$ cat config.mk
export PLATFORM = sky130hd
export DESIGN_NAME = wdp_watchdog
export DESIGN_NICKNAME = d
export VERILOG_FILES = /design/src/rtl/wdp_pkg.sv /design/src/rtl/wdp_prescaler.sv /design/src/rtl/wdp_watchdog.sv
export SDC_FILE = /design/constraint.sdc
export NUM_CORES = 1
export LEC_CHECK = 0
export ABC_AREA = 1
export BUFFER_PORTS_ARGS = -buffer_cell sky130_fd_sc_hd__buf_4
export CORE_MARGIN = 2
export CORE_UTILIZATION = 50
export CTS_CLUSTER_SIZE = 25
export DETAILED_ROUTE_END_ITERATION = 16
export GPL_TIMING_DRIVEN = 0
export HOLD_SLACK_MARGIN = 0.02
export PLACE_DENSITY_LB_ADDON = 0.2
export RECOVER_POWER = 100
export SLEW_MARGIN = 20
export SYNTH_ARGS = -nofsm -noshare
export SYNTH_HDL_FRONTEND = slang
export SYNTH_SLANG_ARGS = --single-unit
export TNS_END_PERCENT = 50
$ cat constraint.sdc
create_clock -name aclk -period 2.9 [get_ports aclk]
set_input_delay 0.58 -clock aclk [delete_from_list [all_inputs] [get_ports aclk]]
set_output_delay 0.58 -clock aclk [all_outputs]
set_load 0.02 [all_outputs]
$ cat src/rtl/wdp_pkg.sv
package wdp_pkg;

   // Bus geometry
   localparam int unsigned AXI_ADDR_W = 8;
   localparam int unsigned AXI_DATA_W = 32;

   // Register byte offsets
   localparam logic [7:0] REG_WDT_CTRL  = 8'h00;
   localparam logic [7:0] REG_OPTION    = 8'h04;
   localparam logic [7:0] REG_COUNT     = 8'h08;
   localparam logic [7:0] REG_IRQ_STAT  = 8'h0C;
   localparam logic [7:0] REG_IRQ_MASK  = 8'h10;
   localparam logic [7:0] REG_OSC_STAT  = 8'h14;

   // Bus responses
   localparam logic [1:0] RESP_OKAY   = 2'h0;
   localparam logic [1:0] RESP_SLVERR = 2'h2;

   // Timing: system clock and nominal low-frequency oscillator rate
   localparam int unsigned CLK_FREQ_HZ    = 200_000_000;
   localparam int unsigned LFOSC_FREQ_HZ  = 31_000;
   localparam int unsigned LF_DIV_CYCLES  = CLK_FREQ_HZ / LFOSC_FREQ_HZ;
   localparam int unsigned LF_DIV_W       = 13;

   // Prescaler geometry: ratio is 32 shifted left by the select code
   localparam int unsigned PRE_W          = 16;
   localparam logic [3:0]  PS_CODE_MAX    = 4'hB;
   localparam logic [PRE_W-1:0] PRE_BASE_LAST = 16'h001F;
   localparam int unsigned POST_W         = 8;

   // Watchdog control register layout
   typedef struct packed {
      logic [3:0] prescale_sel;
      logic       software_watchdog_on;
   } wdp_ctrl_s;
   localparam wdp_ctrl_s CTRL_RESET = 5'h08;
   localparam int unsigned CTRL_W   = 5;

   // Legacy option fields for the shared prescaler
   typedef struct packed {
      logic       prescaler_assign_bit;
      logic [2:0] prescale_rate_field;
   } wdp_opt_s;
   localparam wdp_opt_s OPT_RESET = 4'hF;
   localparam int unsigned OPT_W  = 4;

   // Interrupt status and mask layout
   typedef struct packed {
      logic osc_fail;
      logic wake;
      logic timeout;
   } wdp_irq_s;
   localparam int unsigned IRQ_W     = 3;
   localparam wdp_irq_s    IRQ_RESET = 3'h0;

   // Sleep exit hold state
   typedef enum logic {
      WDP_FREE,
      WDP_OST_HOLD
   } wdp_hold_e;

endpackage

$ cat src/rtl/wdp_prescaler.sv
`timescale 1ns/1ps
module wdp_prescaler (
   // Clock and reset
   input  wire logic                          aclk,
   input  wire logic                          aresetn,
   // Control
   input  wire logic                          clear,
   input  wire logic                          lf_tick,
   input  wire logic [3:0]                    prescale_sel,
   // Status
   output logic      [wdp_pkg::PRE_W-1:0]     count,
   output logic                               tick
);
   import wdp_pkg::*;

   logic [PRE_W-1:0] last;

   // Terminal count for ratio 32 << code, held at 65536 above the top code
   function automatic logic [PRE_W-1:0] ratio_last(input logic [3:0] code);
      logic [3:0] c;
      c = (code > PS_CODE_MAX) ? PS_CODE_MAX : code;
      return PRE_W'((({1'b0, PRE_BASE_LAST} + 17'h00001) << c) - 17'h00001);
   endfunction

   assign last = ratio_last(prescale_sel);
   assign tick = lf_tick & (count == last) & ~clear;

   // Divide the low-frequency time base
   always_ff @(posedge aclk) begin
      if (!aresetn || clear || tick) begin
         count <= '0;
      end else if (lf_tick) begin
         count <= count + 16'h0001;
      end
   end

endmodule

$ cat src/rtl/wdp_watchdog.sv
// How it works
// [RL1] The watchdog counts ticks of the 31 kHz low-frequency oscillator, made here as an enable pulse.
// [RL2] The watchdog has its own prescaler apart from the one shared with Timer0, so both scale at once.
// [RL3] That prescaler is 16 bits and divides by 32 up to 65536.
// [RL4] Every reset loads the control register with 0 1000: 16 ms time base, software enable clear.
// [RL5] The low-frequency stable flag ignores the watchdog's use of that oscillator.
// [RL6] With the configuration force-on bit set the watchdog always runs and the software bit does nothing.
// [RL7] With the force-on bit clear the software bit starts and stops the watchdog.
// [RL8] The clear-watchdog instruction and an oscillator failure clear the count.
// [RL9] Leaving sleep in a crystal clock mode holds the count cleared until the start-up timer ends.
// [RL10] The select code picks ratio 32 << code, reset code 0100 giving 1:512; timeout resets or wakes.
// [RL11] The assign bit and rate field route the shared prescaler to Timer0 or the watchdog.
`timescale 1ns/1ps
module wdp_watchdog #(
   parameter int unsigned LF_DIV = wdp_pkg::LF_DIV_CYCLES
) (
   // Clock and reset
   input  wire logic                           aclk,
   input  wire logic                           aresetn,
   // AXI4-Lite write address
   input  wire logic [wdp_pkg::AXI_ADDR_W-1:0] s_axi_awaddr,
   input  wire logic                           s_axi_awvalid,
   output logic                                s_axi_awready,
   // AXI4-Lite write data
   input  wire logic [wdp_pkg::AXI_DATA_W-1:0] s_axi_wdata,
   input  wire logic [3:0]                     s_axi_wstrb,
   input  wire logic                           s_axi_wvalid,
   output logic                                s_axi_wready,
   // AXI4-Lite write response
   output logic      [1:0]                     s_axi_bresp,
   output logic                                s_axi_bvalid,
   input  wire logic                           s_axi_bready,
   // AXI4-Lite read address
   input  wire logic [wdp_pkg::AXI_ADDR_W-1:0] s_axi_araddr,
   input  wire logic                           s_axi_arvalid,
   output logic                                s_axi_arready,
   // AXI4-Lite read data
   output logic      [wdp_pkg::AXI_DATA_W-1:0] s_axi_rdata,
   output logic      [1:0]                     s_axi_rresp,
   output logic                                s_axi_rvalid,
   input  wire logic                           s_axi_rready,
   // Core and clock system events
   input  wire logic                           config_watchdog_force_on,
   input  wire logic                           clear_watchdog_instr,
   input  wire logic                           osc_fail_detect,
   input  wire logic                           sleep_active,
   input  wire logic                           sleep_exit,
   input  wire logic                           sysclk_is_crystal,
   input  wire logic                           osc_startup_done,
   input  wire logic                           sysclk_on_lfosc,
   input  wire logic                           timer0_src_tick,
   // Results
   output logic                                watchdog_reset_req,
   output logic                                watchdog_wake_req,
   output logic                                timer0_scaled_tick,
   output logic                                lowfreq_stable_flag,
   output logic                                irq
);
   import wdp_pkg::*;

   // Registers
   wdp_ctrl_s                watchdog_control_reg;
   wdp_opt_s                 option_reg;
   wdp_irq_s                 irq_stat;
   wdp_irq_s                 irq_mask;
   // Time base and counting chain
   logic [LF_DIV_W-1:0]      lf_div_cnt;
   logic                     lf_run;
   logic                     lf_tick;
   logic                     wdt_enable;
   logic                     wdt_clear;
   logic                     pre_tick;
   logic [PRE_W-1:0]         pre_count;
   logic [POST_W-1:0]        shared_cnt;
   logic [POST_W-1:0]        shared_last;
   logic                     timeout_evt;
   logic                     t0_evt;
   wdp_hold_e                hold_state;
   wdp_hold_e                next_hold_state;
   // Bus slave
   logic                     aw_held;
   logic                     w_held;
   logic [AXI_ADDR_W-1:0]    aw_addr;
   logic [AXI_DATA_W-1:0]    w_data;
   logic [3:0]               w_strb;
   logic                     wr_fire;
   logic                     ar_fire;
   logic                     wr_ctrl;
   logic                     wr_opt;
   logic                     wr_mask;
   logic                     rd_stat;
   logic [AXI_DATA_W-1:0]    rd_word;
   logic                     rd_hit;
   wdp_irq_s                 irq_evt;

   // Terminal count of the shared 8-bit prescaler
   function automatic logic [POST_W-1:0] shared_ratio_last(input wdp_opt_s opt);
      logic [POST_W:0] r;
      r = {{POST_W{1'b0}}, 1'b1} << opt.prescale_rate_field;
      if (!opt.prescaler_assign_bit) begin
         r = r << 1;
      end
      return POST_W'(r - 9'h001);
   endfunction

   // Address match on an aligned word
   function automatic logic addr_is(input logic [AXI_ADDR_W-1:0] a, input logic [7:0] off);
      return a[AXI_ADDR_W-1:2] == off[AXI_ADDR_W-1:2];
   endfunction

   // Enable from the configuration word or software
   assign wdt_enable = config_watchdog_force_on | watchdog_control_reg.software_watchdog_on; // [RL6] [RL7]

   // The oscillator runs while the watchdog or the system clock needs it
   assign lf_run  = wdt_enable | sysclk_on_lfosc;
   assign lf_tick = lf_run & (lf_div_cnt == LF_DIV_W'(LF_DIV - 1));

   // Low-frequency oscillator time base as an enable pulse
   always_ff @(posedge aclk) begin
      if (!aresetn || !lf_run || lf_tick) begin
         lf_div_cnt <= '0;
      end else begin
         lf_div_cnt <= lf_div_cnt + 13'h0001; // [RL1]
      end
   end

   // Stable flag follows only the system clock's use of the oscillator
   always_ff @(posedge aclk) begin
      if (!aresetn || !sysclk_on_lfosc) begin
         lowfreq_stable_flag <= 1'b0;
      end else if (lf_tick) begin
         lowfreq_stable_flag <= 1'b1; // [RL5]
      end
   end

   // Every cause that clears the watchdog count
   assign wdt_clear = ~wdt_enable | clear_watchdog_instr | osc_fail_detect // [RL8]
                    | sleep_exit | (hold_state == WDP_OST_HOLD); // [RL9]

   // Dedicated watchdog prescaler
   wdp_prescaler u_prescaler (
      .aclk         (aclk),
      .aresetn      (aresetn),
      .clear        (wdt_clear),
      .lf_tick      (lf_tick & wdt_enable),
      .prescale_sel (watchdog_control_reg.prescale_sel),
      .count        (pre_count),
      .tick         (pre_tick)
   ); // [RL2] [RL3] [RL10]

   // Shared prescaler routing
   assign shared_last = shared_ratio_last(option_reg);
   assign timeout_evt = option_reg.prescaler_assign_bit
                      ? (pre_tick & (shared_cnt == shared_last))
                      : pre_tick; // [RL11]
   assign t0_evt      = ~option_reg.prescaler_assign_bit & timer0_src_tick
                      & (shared_cnt == shared_last); // [RL11]

   // Shared prescaler counts watchdog ticks or Timer0 source ticks
   always_ff @(posedge aclk) begin
      if (!aresetn || wr_opt) begin
         shared_cnt <= '0;
      end else if (option_reg.prescaler_assign_bit) begin
         if (wdt_clear && !timeout_evt) begin
            shared_cnt <= '0;
         end else if (timeout_evt) begin
            shared_cnt <= '0;
         end else if (pre_tick) begin
            shared_cnt <= shared_cnt + 8'h01; // [RL11]
         end
      end else if (t0_evt) begin
         shared_cnt <= '0;
      end else if (timer0_src_tick) begin
         shared_cnt <= shared_cnt + 8'h01;
      end
   end

   // Timer0 clock, scaled or passed straight through
   always_ff @(posedge aclk) begin
      if (!aresetn) begin
         timer0_scaled_tick <= 1'b0;
      end else begin
         timer0_scaled_tick <= option_reg.prescaler_assign_bit ? timer0_src_tick : t0_evt; // [RL11]
      end
   end

   // Timeout resets the device when awake and wakes it when asleep
   always_ff @(posedge aclk) begin
      if (!aresetn) begin
         watchdog_reset_req <= 1'b0;
         watchdog_wake_req  <= 1'b0;
      end else begin
         watchdog_reset_req <= timeout_evt & ~sleep_active; // [RL10]
         watchdog_wake_req  <= timeout_evt & sleep_active;  // [RL10]
      end
   end

   // Hold after sleep exit in a crystal mode until start-up ends
   always_comb begin
      next_hold_state = hold_state;
      unique case (hold_state)
         WDP_FREE: begin
            if (sleep_exit && sysclk_is_crystal && !osc_startup_done) begin
               next_hold_state = WDP_OST_HOLD; // [RL9]
            end
         end
         WDP_OST_HOLD: begin
            if (osc_startup_done) begin
               next_hold_state = WDP_FREE;
            end
         end
      endcase
   end

   // Hold state register
   always_ff @(posedge aclk) begin
      if (!aresetn) begin
         hold_state <= WDP_FREE;
      end else begin
         hold_state <= next_hold_state;
      end
   end

   // Write channel handshakes
   assign s_axi_awready = ~aw_held;
   assign s_axi_wready  = ~w_held;
   assign wr_fire       = aw_held & w_held & ~s_axi_bvalid;
   assign wr_ctrl       = wr_fire & w_strb[0] & addr_is(aw_addr, REG_WDT_CTRL);
   assign wr_opt        = wr_fire & w_strb[0] & addr_is(aw_addr, REG_OPTION);
   assign wr_mask       = wr_fire & w_strb[0] & addr_is(aw_addr, REG_IRQ_MASK);

   // Capture write address and data in either order
   always_ff @(posedge aclk) begin
      if (!aresetn) begin
         aw_held <= 1'b0;
         w_held  <= 1'b0;
         aw_addr <= '0;
         w_data  <= '0;
         w_strb  <= '0;
      end else begin
         if (s_axi_awvalid && !aw_held) begin
            aw_held <= 1'b1;
            aw_addr <= s_axi_awaddr;
         end else if (wr_fire) begin
            aw_held <= 1'b0;
         end
         if (s_axi_wvalid && !w_held) begin
            w_held <= 1'b1;
            w_data <= s_axi_wdata;
            w_strb <= s_axi_wstrb;
         end else if (wr_fire) begin
            w_held <= 1'b0;
         end
      end
   end

   // Write response
   always_ff @(posedge aclk) begin
      if (!aresetn) begin
         s_axi_bvalid <= 1'b0;
         s_axi_bresp  <= RESP_OKAY;
      end else if (wr_fire) begin
         s_axi_bvalid <= 1'b1;
         s_axi_bresp  <= (addr_is(aw_addr, REG_WDT_CTRL) || addr_is(aw_addr, REG_OPTION)
                       || addr_is(aw_addr, REG_COUNT) || addr_is(aw_addr, REG_IRQ_STAT)
                       || addr_is(aw_addr, REG_IRQ_MASK) || addr_is(aw_addr, REG_OSC_STAT))
                       ? RESP_OKAY : RESP_SLVERR;
      end else if (s_axi_bready) begin
         s_axi_bvalid <= 1'b0;
      end
   end

   // Control registers
   always_ff @(posedge aclk) begin
      if (!aresetn) begin
         watchdog_control_reg <= CTRL_RESET; // [RL4]
         option_reg           <= OPT_RESET;
         irq_mask             <= IRQ_RESET;
      end else begin
         if (wr_ctrl) begin
            watchdog_control_reg <= wdp_ctrl_s'(w_data[CTRL_W-1:0]);
         end
         if (wr_opt) begin
            option_reg <= wdp_opt_s'(w_data[OPT_W-1:0]);
         end
         if (wr_mask) begin
            irq_mask <= wdp_irq_s'(w_data[IRQ_W-1:0]);
         end
      end
   end

   // Read channel
   assign s_axi_arready = ~s_axi_rvalid;
   assign ar_fire       = s_axi_arvalid & ~s_axi_rvalid;
   assign rd_stat       = ar_fire & addr_is(s_axi_araddr, REG_IRQ_STAT);

   // Read multiplexer
   always_comb begin
      rd_word = '0;
      rd_hit  = 1'b1;
      if (addr_is(s_axi_araddr, REG_WDT_CTRL)) begin
         rd_word[CTRL_W-1:0] = watchdog_control_reg;
      end else if (addr_is(s_axi_araddr, REG_OPTION)) begin
         rd_word[OPT_W-1:0] = option_reg;
      end else if (addr_is(s_axi_araddr, REG_COUNT)) begin
         rd_word[PRE_W+POST_W-1:0] = {shared_cnt, pre_count};
      end else if (addr_is(s_axi_araddr, REG_IRQ_STAT)) begin
         rd_word[IRQ_W-1:0] = irq_stat;
      end else if (addr_is(s_axi_araddr, REG_IRQ_MASK)) begin
         rd_word[IRQ_W-1:0] = irq_mask;
      end else if (addr_is(s_axi_araddr, REG_OSC_STAT)) begin
         rd_word[2:0] = {hold_state == WDP_OST_HOLD, wdt_enable, lowfreq_stable_flag};
      end else begin
         rd_hit = 1'b0;
      end
   end

   // Read data register
   always_ff @(posedge aclk) begin
      if (!aresetn) begin
         s_axi_rvalid <= 1'b0;
         s_axi_rdata  <= '0;
         s_axi_rresp  <= RESP_OKAY;
      end else if (ar_fire) begin
         s_axi_rvalid <= 1'b1;
         s_axi_rdata  <= rd_word;
         s_axi_rresp  <= rd_hit ? RESP_OKAY : RESP_SLVERR;
      end else if (s_axi_rready) begin
         s_axi_rvalid <= 1'b0;
      end
   end

   // Event sources for the sticky status
   assign irq_evt.timeout  = timeout_evt & ~sleep_active;
   assign irq_evt.wake     = timeout_evt & sleep_active;
   assign irq_evt.osc_fail = osc_fail_detect;

   // Sticky status, cleared by a read, a new event wins
   always_ff @(posedge aclk) begin
      if (!aresetn) begin
         irq_stat <= IRQ_RESET;
      end else begin
         irq_stat <= (rd_stat ? IRQ_RESET : irq_stat) | irq_evt;
      end
   end

   // Interrupt level
   always_ff @(posedge aclk) begin
      if (!aresetn) begin
         irq <= 1'b0;
      end else begin
         irq <= |(irq_stat & irq_mask);
      end
   end

endmodule

Word level (Yosys, flattened, before mapping)
Cells that the tools add are included.
Operators by class
  order comparisons: 1
  reduce and logical (&&, ||, !) cells: 32
  add/subtract/negate cells: 5
  equality and inequality tests: 14
  shift operators: 2
  bitwise gates (word level): 34
  mux-type cells: 38
Operators by type and width (number)
  $mux W8: 7
  $eq A6 B2 Y1 const B: 4
  $eq A6 B3 Y1 const B: 4
  $mux W21: 1
  $mux W20: 1
  $mux W19: 1
  $and A1 B1 Y1: 17
  $mux W1: 17
  $add A16 B1 Y16 const B: 1
  $eq A16 B16 Y1: 1
  $shl A6 B4 Y16 const A: 1
  $sub A16 B1 Y16 const B: 1
  $mux W3: 5
  $add A13 B1 Y13 const B: 1
  $eq A13 B13 Y1 const B: 1
  $eq A6 B1 Y1 const B: 2
  $logic_not A6 Y1: 2
  $logic_or A1 B1 Y1: 11
  $not A1 Y1: 9
  $add A8 B1 Y8 const B: 1
  $eq A8 B8 Y1: 1
  $mux W4: 2
  $reduce_bool A2 Y1: 4
  $shl A1 B3 Y8 const A: 1
  14 further kinds: 30
Storage, ports and cells
  flip-flop bits (word level): 104
  input port bits: 68
  logic and storage cells: 155
  output and inout bits: 46

Logic depth before layout (Yosys ltp)
Gate-level depths: netlist of the first run.
  depth after elaboration: 14
  depth in mapped cells: 21
  depth with buffers taken out: 19

Cells and area by module
A second synthesis of the first run with hierarchy kept.
Second synthesis, totals
  cell total of the unflattened synthesis: 759
  area, all modules: 5167.5 sq um
Modules (own cells, without submodules)
  wdp_watchdog: instances 1, seq. area each 1681.6 sq um, cells each 574, area an instance 4017.6 sq um
  wdp_prescaler: instances 1, seq. area each 320.3 sq um, cells each 185, area an instance 1149.9 sq um

Least setup slack after synthesis of the first run
Ideal clock, no wire load.
  path kind: reg2reg
  start: register watchdog_control_reg[3] (netlist name)
  end: register shared_cnt[4]
  buffers on the path: 2
  clock period less this slack: 2.161 ns
  library setup time: 0.117 ns
  cell stages (with the launch flop): 21
  required time: 2.783 ns
  slack: 0.739 ns
  arrival: 2.043 ns
  path through: dfxtp_1 -> buf_4 -> nor2_2 -> nand3_1 -> ha_1 -> inv_1 -> nand2_1 -> nand2_1 -> nor2_1 -> nand2_1 -> nor2_1 -> nand3_1 -> nor2_1 -> nand3_1 -> nand2_1 -> nand2_1 -> nand2_1 -> buf_4 -> nand3_1 -> nand2_1 -> a21oi_1
On the way
  word-level cells in the longest chain between the ends: 13
  elaborated cells between the ends (all ways): 16
  those cells by class: add/sub (1); order compare (1); eq/ne (2); shift (1); mux (5); bitwise (3); reduce/logical (3)
RTL lines
  start, declared: line wdp_watchdog.sv:62  | wdp_ctrl_s watchdog_control_reg;
  start signal, assigned: line wdp_watchdog.sv:281  | watchdog_control_reg <= wdp_ctrl_s'(w_data[CTRL_W-1:0]);
  $gt A4 B4 Y1: line wdp_prescaler.sv:21  | c = (code > PS_CODE_MAX) ? PS_CODE_MAX : code;
  $mux W4 (*): line wdp_prescaler.sv:21
  $shl A6 B4 Y16 (*): line wdp_prescaler.sv:22  | return PRE_W'((({1'b0, PRE_BASE_LAST} + 17'h00001) << c) - 17'h00001);
  $sub A16 B1 Y16 (*): line wdp_prescaler.sv:22
  $eq A16 B16 Y1 (*): line wdp_prescaler.sv:26  | assign tick = lf_tick & (count == last) & ~clear;
  $and A1 B1 Y1 (*) (2 in series): line wdp_prescaler.sv:26
  $and A1 B1 Y1: line wdp_watchdog.sv:154  | ? (pre_tick & (shared_cnt == shared_last))
  $mux W1: line wdp_watchdog.sv:154
  $logic_not A1 Y1: line wdp_watchdog.sv:164  | if (wdt_clear && !timeout_evt) begin
  $logic_and A1 B1 Y1: line wdp_watchdog.sv:164
  $ne A4 B1 Y1 (no source line) or $mux W8 (tied branches)
  $reduce_and A2 Y1 (no source line) or $mux W8 (tied branches)
  end signal, assigned: line wdp_watchdog.sv:169  | shared_cnt <= shared_cnt + 8'h01;
  end signal, assigned: line wdp_watchdog.sv:174  | shared_cnt <= shared_cnt + 8'h01;
  end, declared: line wdp_watchdog.sv:74  | logic [POST_W-1:0] shared_cnt;
Every way passes the cells marked *; elsewhere a longest branch is shown, timed or not.
A chain may end at the register's enable or synchronous reset.

Worst setup path after layout of the first run
  start: register option_reg[3] (netlist name)
  end: register shared_cnt[4]
On the way
  word-level cells in the longest chain between the ends: 9
  elaborated cells between the ends (all ways): 17
  those cells by class: add/sub (1); eq/ne (2); mux (6); bitwise (4); reduce/logical (4)
RTL lines
  start, declared: line wdp_watchdog.sv:63  | wdp_opt_s option_reg;
  start signal, assigned: line wdp_watchdog.sv:284  | option_reg <= wdp_opt_s'(w_data[OPT_W-1:0]);
  $mux W8: line wdp_watchdog.sv:100  | if (!opt.prescaler_assign_bit) begin
  $sub A8 B1 Y8: line wdp_watchdog.sv:103  | return POST_W'(r - 9'h001);
  $eq A8 B8 Y1: line wdp_watchdog.sv:154, wdp_watchdog.sv:157
  $and A1 B1 Y1: line wdp_watchdog.sv:154
  $mux W1: line wdp_watchdog.sv:154
  $logic_not A1 Y1: line wdp_watchdog.sv:164
  $logic_and A1 B1 Y1: line wdp_watchdog.sv:164
  $ne A4 B1 Y1 (no source line) or $mux W8 (tied branches)
  $reduce_and A2 Y1 (no source line) or $mux W8 (tied branches)
Parallel ways exist; a longest one is shown, timed or not.

==> results of run 1 <==
area by class of cell:
class,instances,area (µm²),share of cell area
clock buffers,11,141,0.0239
clock inverters,5,35.0,0.00591
plain buffers,26,149,0.0251
inverters,95,359,0.0606
flip-flops and latches,100,2000,0.338
well taps,136,170,0.0287
repair buffers,69,379,0.0640
multi-input cells,576,2690,0.454
what timing repair did:
item                                   in CTS  in global routing
gates resized for setup                     0                  5
setup endpoints to repair                   0                 14
setup buffers                               0                  0
endpoints found under the hold margin       0                  0
path summary, 6_finish.rpt:
check,startpoint,end,slack (ps),cells past startpoint
setup / recovery,option_reg[3]$_SDFFE_PN1P_,shared_cnt[4]$_SDFFE_PP0P_,240,17
hold reg to reg,s_axi_rdata[17]$_SDFFE_PN0P_,s_axi_rdata[17]$_SDFFE_PN0P_,470,2
hold / removal,osc_startup_done,hold_state$_SDFF_PN0_,360,2
setup reg to reg,option_reg[3]$_SDFFE_PN1P_,shared_cnt[4]$_SDFFE_PP0P_,240,17
cells by family after synthesis:
kind of cell,count (synthesis),synth area share
flops,100,0.387
other cells,1,0.000725
simple gates,431,0.352
fa+ha+maj,6,0.0145
xor+xnor,12,0.0203
buf+inv,122,0.0989
compound gates,117,0.127
stage by stage:
stage	hold slack (ps)	worst slack, ps
floorplan	430	739
global placement	446	269
detailed placement	457	265
CTS	354	237
global route	369	17.8
finish	364	241
cell usage after synthesis (all sizes together):
| master | n | share of area |
|---|---|---|
| nand2 | 228 | 0.17 |
| nor2 | 107 | 0.080 |
| dfxtp | 100 | 0.39 |
| inv | 95 | 0.069 |
| a21oi | 63 | 0.061 |
| nand3 | 54 | 0.054 |
| o21ai | 30 | 0.029 |
| nand4 | 18 | 0.022 |
| buf | 17 | 0.023 |
| xor2 | 11 | 0.019 |
| clkbuf | 10 | 0.0073 |
| nor3 | 8 | 0.0087 |
| a211oi | 7 | 0.010 |
| o211ai | 7 | 0.010 |
| ha | 6 | 0.015 |
| nor4 | 6 | 0.0085 |
| nand3b | 4 | 0.0058 |
| or2 | 4 | 0.0048 |
| a221oi | 3 | 0.0051 |
| o221ai | 3 | 0.0051 |
| nor3b | 2 | 0.0029 |
| o21a | 2 | 0.0029 |
| a22oi | 1 | 0.0015 |
| conb | 1 | 0.00072 |
| o221a | 1 | 0.0022 |
| xnor2 | 1 | 0.0017 |
critical path: stages, from the launching register on:
cell and delay (ps):
dfxtp_1 340, buf_4 160, inv_1 90, nor2_1 220
nand2_1 120, ha_1 320, xor2_1 160, nand3_1 100
nor2_1 130, nand2_1 60, nor2_1 150, nand3_1 140
nand2_1 120, nand2_1 60, nand2_1 80, nand2_1 100
nand3_2 160, a21oi_1 60
power groups by stage:
stage	clock (µW)	combinational (µW)	sequential (µW)
final	839	218	1420
after global placement	0	221	1450
after detailed placement	0	227	1450
after CTS	850	228	1420
after global routing	899	244	1420
after floorplan	0	130	1450
metal layers:
| layer | global-route usage | up-vias | wire (µm) |
|---|---|---|---|
| met1 | 0.316 | 2372 | 6050 |
| met3 | 0.0260 | 26 | 588 |
| met4 | 0.104 | 0 | 321 |
| met5 | 0 | - | 0 |
| met2 | 0.451 | 159 | 6940 |
| li1 | - | 2718 | - |
==> impl_metrics.ini, run 1 <==
[outcome]
status = finished, final reports clean

[finish]
postLayoutCoreUtil = 0.582
antennaDiodeCount = 0
regMostFlops = s_axi_rdata
largest_reg_flops = 24
n_fill_cell = 1032
reg_top3 = s_axi_rdata: 24 flops, u_prescaler.count: 16 flops, lf_div_cnt: 13 flops
areaGrowthSynthToFinish_pct = 14.5
fin_cells = 1018
final_common_cell = nand2_1
final_cell_area_mm2 = 0.00593
final_net_count = 951
final_cell_mix = nand2_1, nor2_1, dfxtp_1
drive_gt1_frac = 0.0873

[timing]
tightest_slew_ps = 1250
setup_viol = 0
rsz0062_at_grt = false
finalHoldViolations = 0
period_needed_ps = 2660
drv_slew = 0
finalSetupTns_ps = 0
max_slew_margin = 0.156
post-route-period-util = 0.917
skew_ps = 14.5
max_freq_mhz = 376

[detailed_routing]
drt-initial-drc-count = 338
finalWirelength_mm = 13.9
wl_per_cell_um = 13.7
drc = 0
via_per_inst = 5.18
vias = 5275
ant_nets = 0
drt-pass1-iter-count = 5

[placed_design]
port_buffers = 69
place_hpwl_mm = 11.0
place_congestion = 0.892
dp.cells = 1003
place_area_mm2 = 0.00590

[worst_setup_path]
worstSetupStartpointType = flop
worstSetupEndpointType = flop
critical_path_arrival_ps = 2920
path_max_fanout = 10
critical_path_class = reg2reg
required_ps = 3170

[floorplan]
die_h_um = 106
pin_count = 114
placementRows = 37
die-area_mm2 = 0.0112
core_mm2 = 0.0102
die_w_um = 106
initial_utilization = 0.508

[global_route]
track_usage = 0.255
grt_max_degree = 17
grt_pass1_vias = 5000
grt_first_pass_wirelength_mm = 22.8
grt.overflow.total = 0
antenna_found_initial = 0

[clock_tree]
cts_num_sinks = 100
cts_tree = done
hold_buffers = 0
path_clk_slew_ps = 90
clockBufferDepth = 2
cts_buffers = 9
h-tree-depth = 3
ctsRootBufferMaster = clkbuf_8
clkLatencyLatePin_ps = 380

[power_and_ir_drop]
pwr-share-seq = 0.573
pwr-share-comb = 0.088
switchingPower_uw = 659
clkPwrFrac = 0.339
swShare = 0.266
vdd_drop_max_mv = 0.236
leakage_uw = 0.00252
p_per_area_mw_per_mm2 = 418
p_int_uw = 1820
finalPower_uw = 2480

[synthesis]
synth-warning-count = 0
syn_area_per_cell_um2 = 6.56
ys_ff_latch = 100
synthCells = 789
synthesis.area_mm2 = 0.00517
ys_seq_area_frac = 0.387
synth.distinct_cells = 33

[flow_run]
max_cap_violations = 0

[worst_hold_path]
hp-class = in2reg
(Power assumes the default switching activity.)
==> run 2: changes to the inputs <==
Settings changed: RECOVER_POWER 100 to 50.
Clock period 2.9 ns to 3.23 ns, I/O delays scaled along.
==> run 2 against run 1 <==
  * Global-route usage unchanged
  * Cell area increased by 0.13%
  * Worst hold slack improved by 64 ps
  * Total power decreased by 10%
  * Clock-buffer cell count unchanged
  * Final cell count about the same
  * Critical path depth increased by 4
  * Combinational power decreased by 9.6%
  * Core utilization increased by 0.074 points
  * Non-clock buffer count increased by 1
  * Largest cell class unchanged
==> impl_metrics.ini, run 2 (synthesized netlist as in run 1, its figures left out) <==
[finish]
final_net_count = 952
drive_gt1_frac = 0.0906
final_cell_mix = nand2_1, nor2_1, dfxtp_1
largest_reg_flops = 24
antennaDiodeCount = 0
n_fill_cell = 1029
areaGrowthSynthToFinish_pct = 14.7
reg_top3 = s_axi_rdata: 24 flops, u_prescaler.count: 16 flops, lf_div_cnt: 13 flops
final_common_cell = nand2_1
regMostFlops = s_axi_rdata
postLayoutCoreUtil = 0.583

[clock_tree]
cts_buffers = 9
cts_num_sinks = 100
clkLatencyLatePin_ps = 380
h-tree-depth = 3
ctsRootBufferMaster = clkbuf_8
path_clk_slew_ps = 100
ctsResizeCount = 0
cts_tree = done
clockBufferDepth = 2
hold_buffers = 0
cts_setup_buffers = 0

[global_route]
grt_max_degree = 17
grt_first_pass_wirelength_mm = 22.8
grt.overflow.total = 0
antenna_found_initial = 0
track_usage = 0.255
grt_pass1_vias = 5000

[floorplan]
placementRows = 37
core_mm2 = 0.0102
die-area_mm2 = 0.0112
die_h_um = 106
die_w_um = 106
pin_count = 114
initial_utilization = 0.508

[timing]
max_freq_mhz = 371
drv_slew = 0
tightest_slew_ps = 766
finalSetupTns_ps = 0
setup_viol = 0
period_needed_ps = 2700
skew_ps = 15.0
max_slew_margin = 0.485
post-route-period-util = 0.835
rsz0062_at_grt = false
finalHoldViolations = 0

[worst_setup_path]
slowest_stage = ha_1
required_ps = 3540
critical_path.cell_chain = buf_4 -> inv_1 -> nand4_1 -> ha_1 -> inv_1 -> nand2_1 -> nand2_1 -> nor2_1 -> nand2_1 -> nor2_1 -> nand3_1 -> nor2_1 -> nand3_1 -> nand2_1 -> nand2_1 -> nand2_1 -> buf_4 -> nand2_1 -> nand2_1 -> nand2_1 -> nor2_1
path_max_fanout = 10
worstSetupStartpointType = flop
cpMostUsedCell = nand2_1
critical_path_class = reg2reg
worstSetupEndpointType = flop
critical_path_arrival_ps = 3010
max_stage_delay_ps = 360

[placed_design]
place_hpwl_mm = 11.0
port_buffers = 69
place_congestion = 0.892

[detailed_routing]
ant_nets = 0
wl_per_cell_um = 13.7
drt-pass1-iter-count = 5
finalWirelength_mm = 14.0
vias = 5253
drc = 0
drt-initial-drc-count = 290
via_per_inst = 5.16

[outcome]
status = finished, final reports clean

[power_and_ir_drop]
vdd_drop_max_mv = 0.211
p_per_area_mw_per_mm2 = 375
leakage_uw = 0.00252

[worst_hold_path]
hp-class = in2reg

[flow_run]
max_cap_violations = 0
[run 2: final timing paths]
| path | start | to | slack [ps] | cells past startpoint |
|---|---|---|---|---|
| setup / recovery | watchdog_control_reg[3]$_SDFFE_PN1P_ | shared_cnt[5]$_SDFFE_PP0P_ | 530 | 21 |
| setup reg to reg | watchdog_control_reg[3]$_SDFFE_PN1P_ | shared_cnt[5]$_SDFFE_PP0P_ | 530 | 21 |
| hold / removal | osc_startup_done | hold_state$_SDFF_PN0_ | 430 | 2 |
| hold reg to reg | s_axi_rdata[17]$_SDFFE_PN0P_ | s_axi_rdata[17]$_SDFFE_PN0P_ | 470 | 2 |
[run 2: final cells by class]
cell class | instances | area, µm² | area share
timing repair buffer | 69 | 379 | 0.0639
clock buffer | 11 | 141 | 0.0238
clock inverter | 5 | 35.0 | 0.00590
multi-input combinational | 576 | 2690 | 0.454
inverter | 95 | 357 | 0.0601
buffer | 27 | 155 | 0.0261
sequential | 100 | 2000 | 0.337
tap | 136 | 170 | 0.0287
[run 2: worst max-delay path, delay by kind of cell, from the launching register on]
family,cells,cell delay [ps]
DFF,1,320
and+or+nand+nor,16,1390
buffers and inverters,4,560
adders and majority gates,1,360
[run 2: through the flow]
step	power (µW)	hold slack, ps	instance area (µm²)	cells	worst slack, ps
final	2230	428	5930	1019	531
after global routing	2310	435	5930	1019	240
after global placement	1500	446	5900	1003	599
after detailed placement	1510	457	5900	1003	595
after CTS	2240	420	6070	1019	567
after floorplan	1420	430	5210	798	1070
[run 2: power by group]
group | switching, µW | internal, µW | total, µW
logic | 127 | 70.5 | 197
clock network | 452 | 304 | 755
registers | 16.6 | 1260 | 1270
total | 595 | 1630 | 2230
[run 2: routing by layer]
metal / up-vias / share of wire / global-route usage / routed length, µm
li1: 2716 / - / - / -
met1: 2376 / 0.44 / 0.316 / 6160
met3: 25 / 0.040 / 0.0260 / 559
met5: - / 0 / 0 / 0
met2: 136 / 0.50 / 0.451 / 6920
met4: 0 / 0.023 / 0.104 / 327
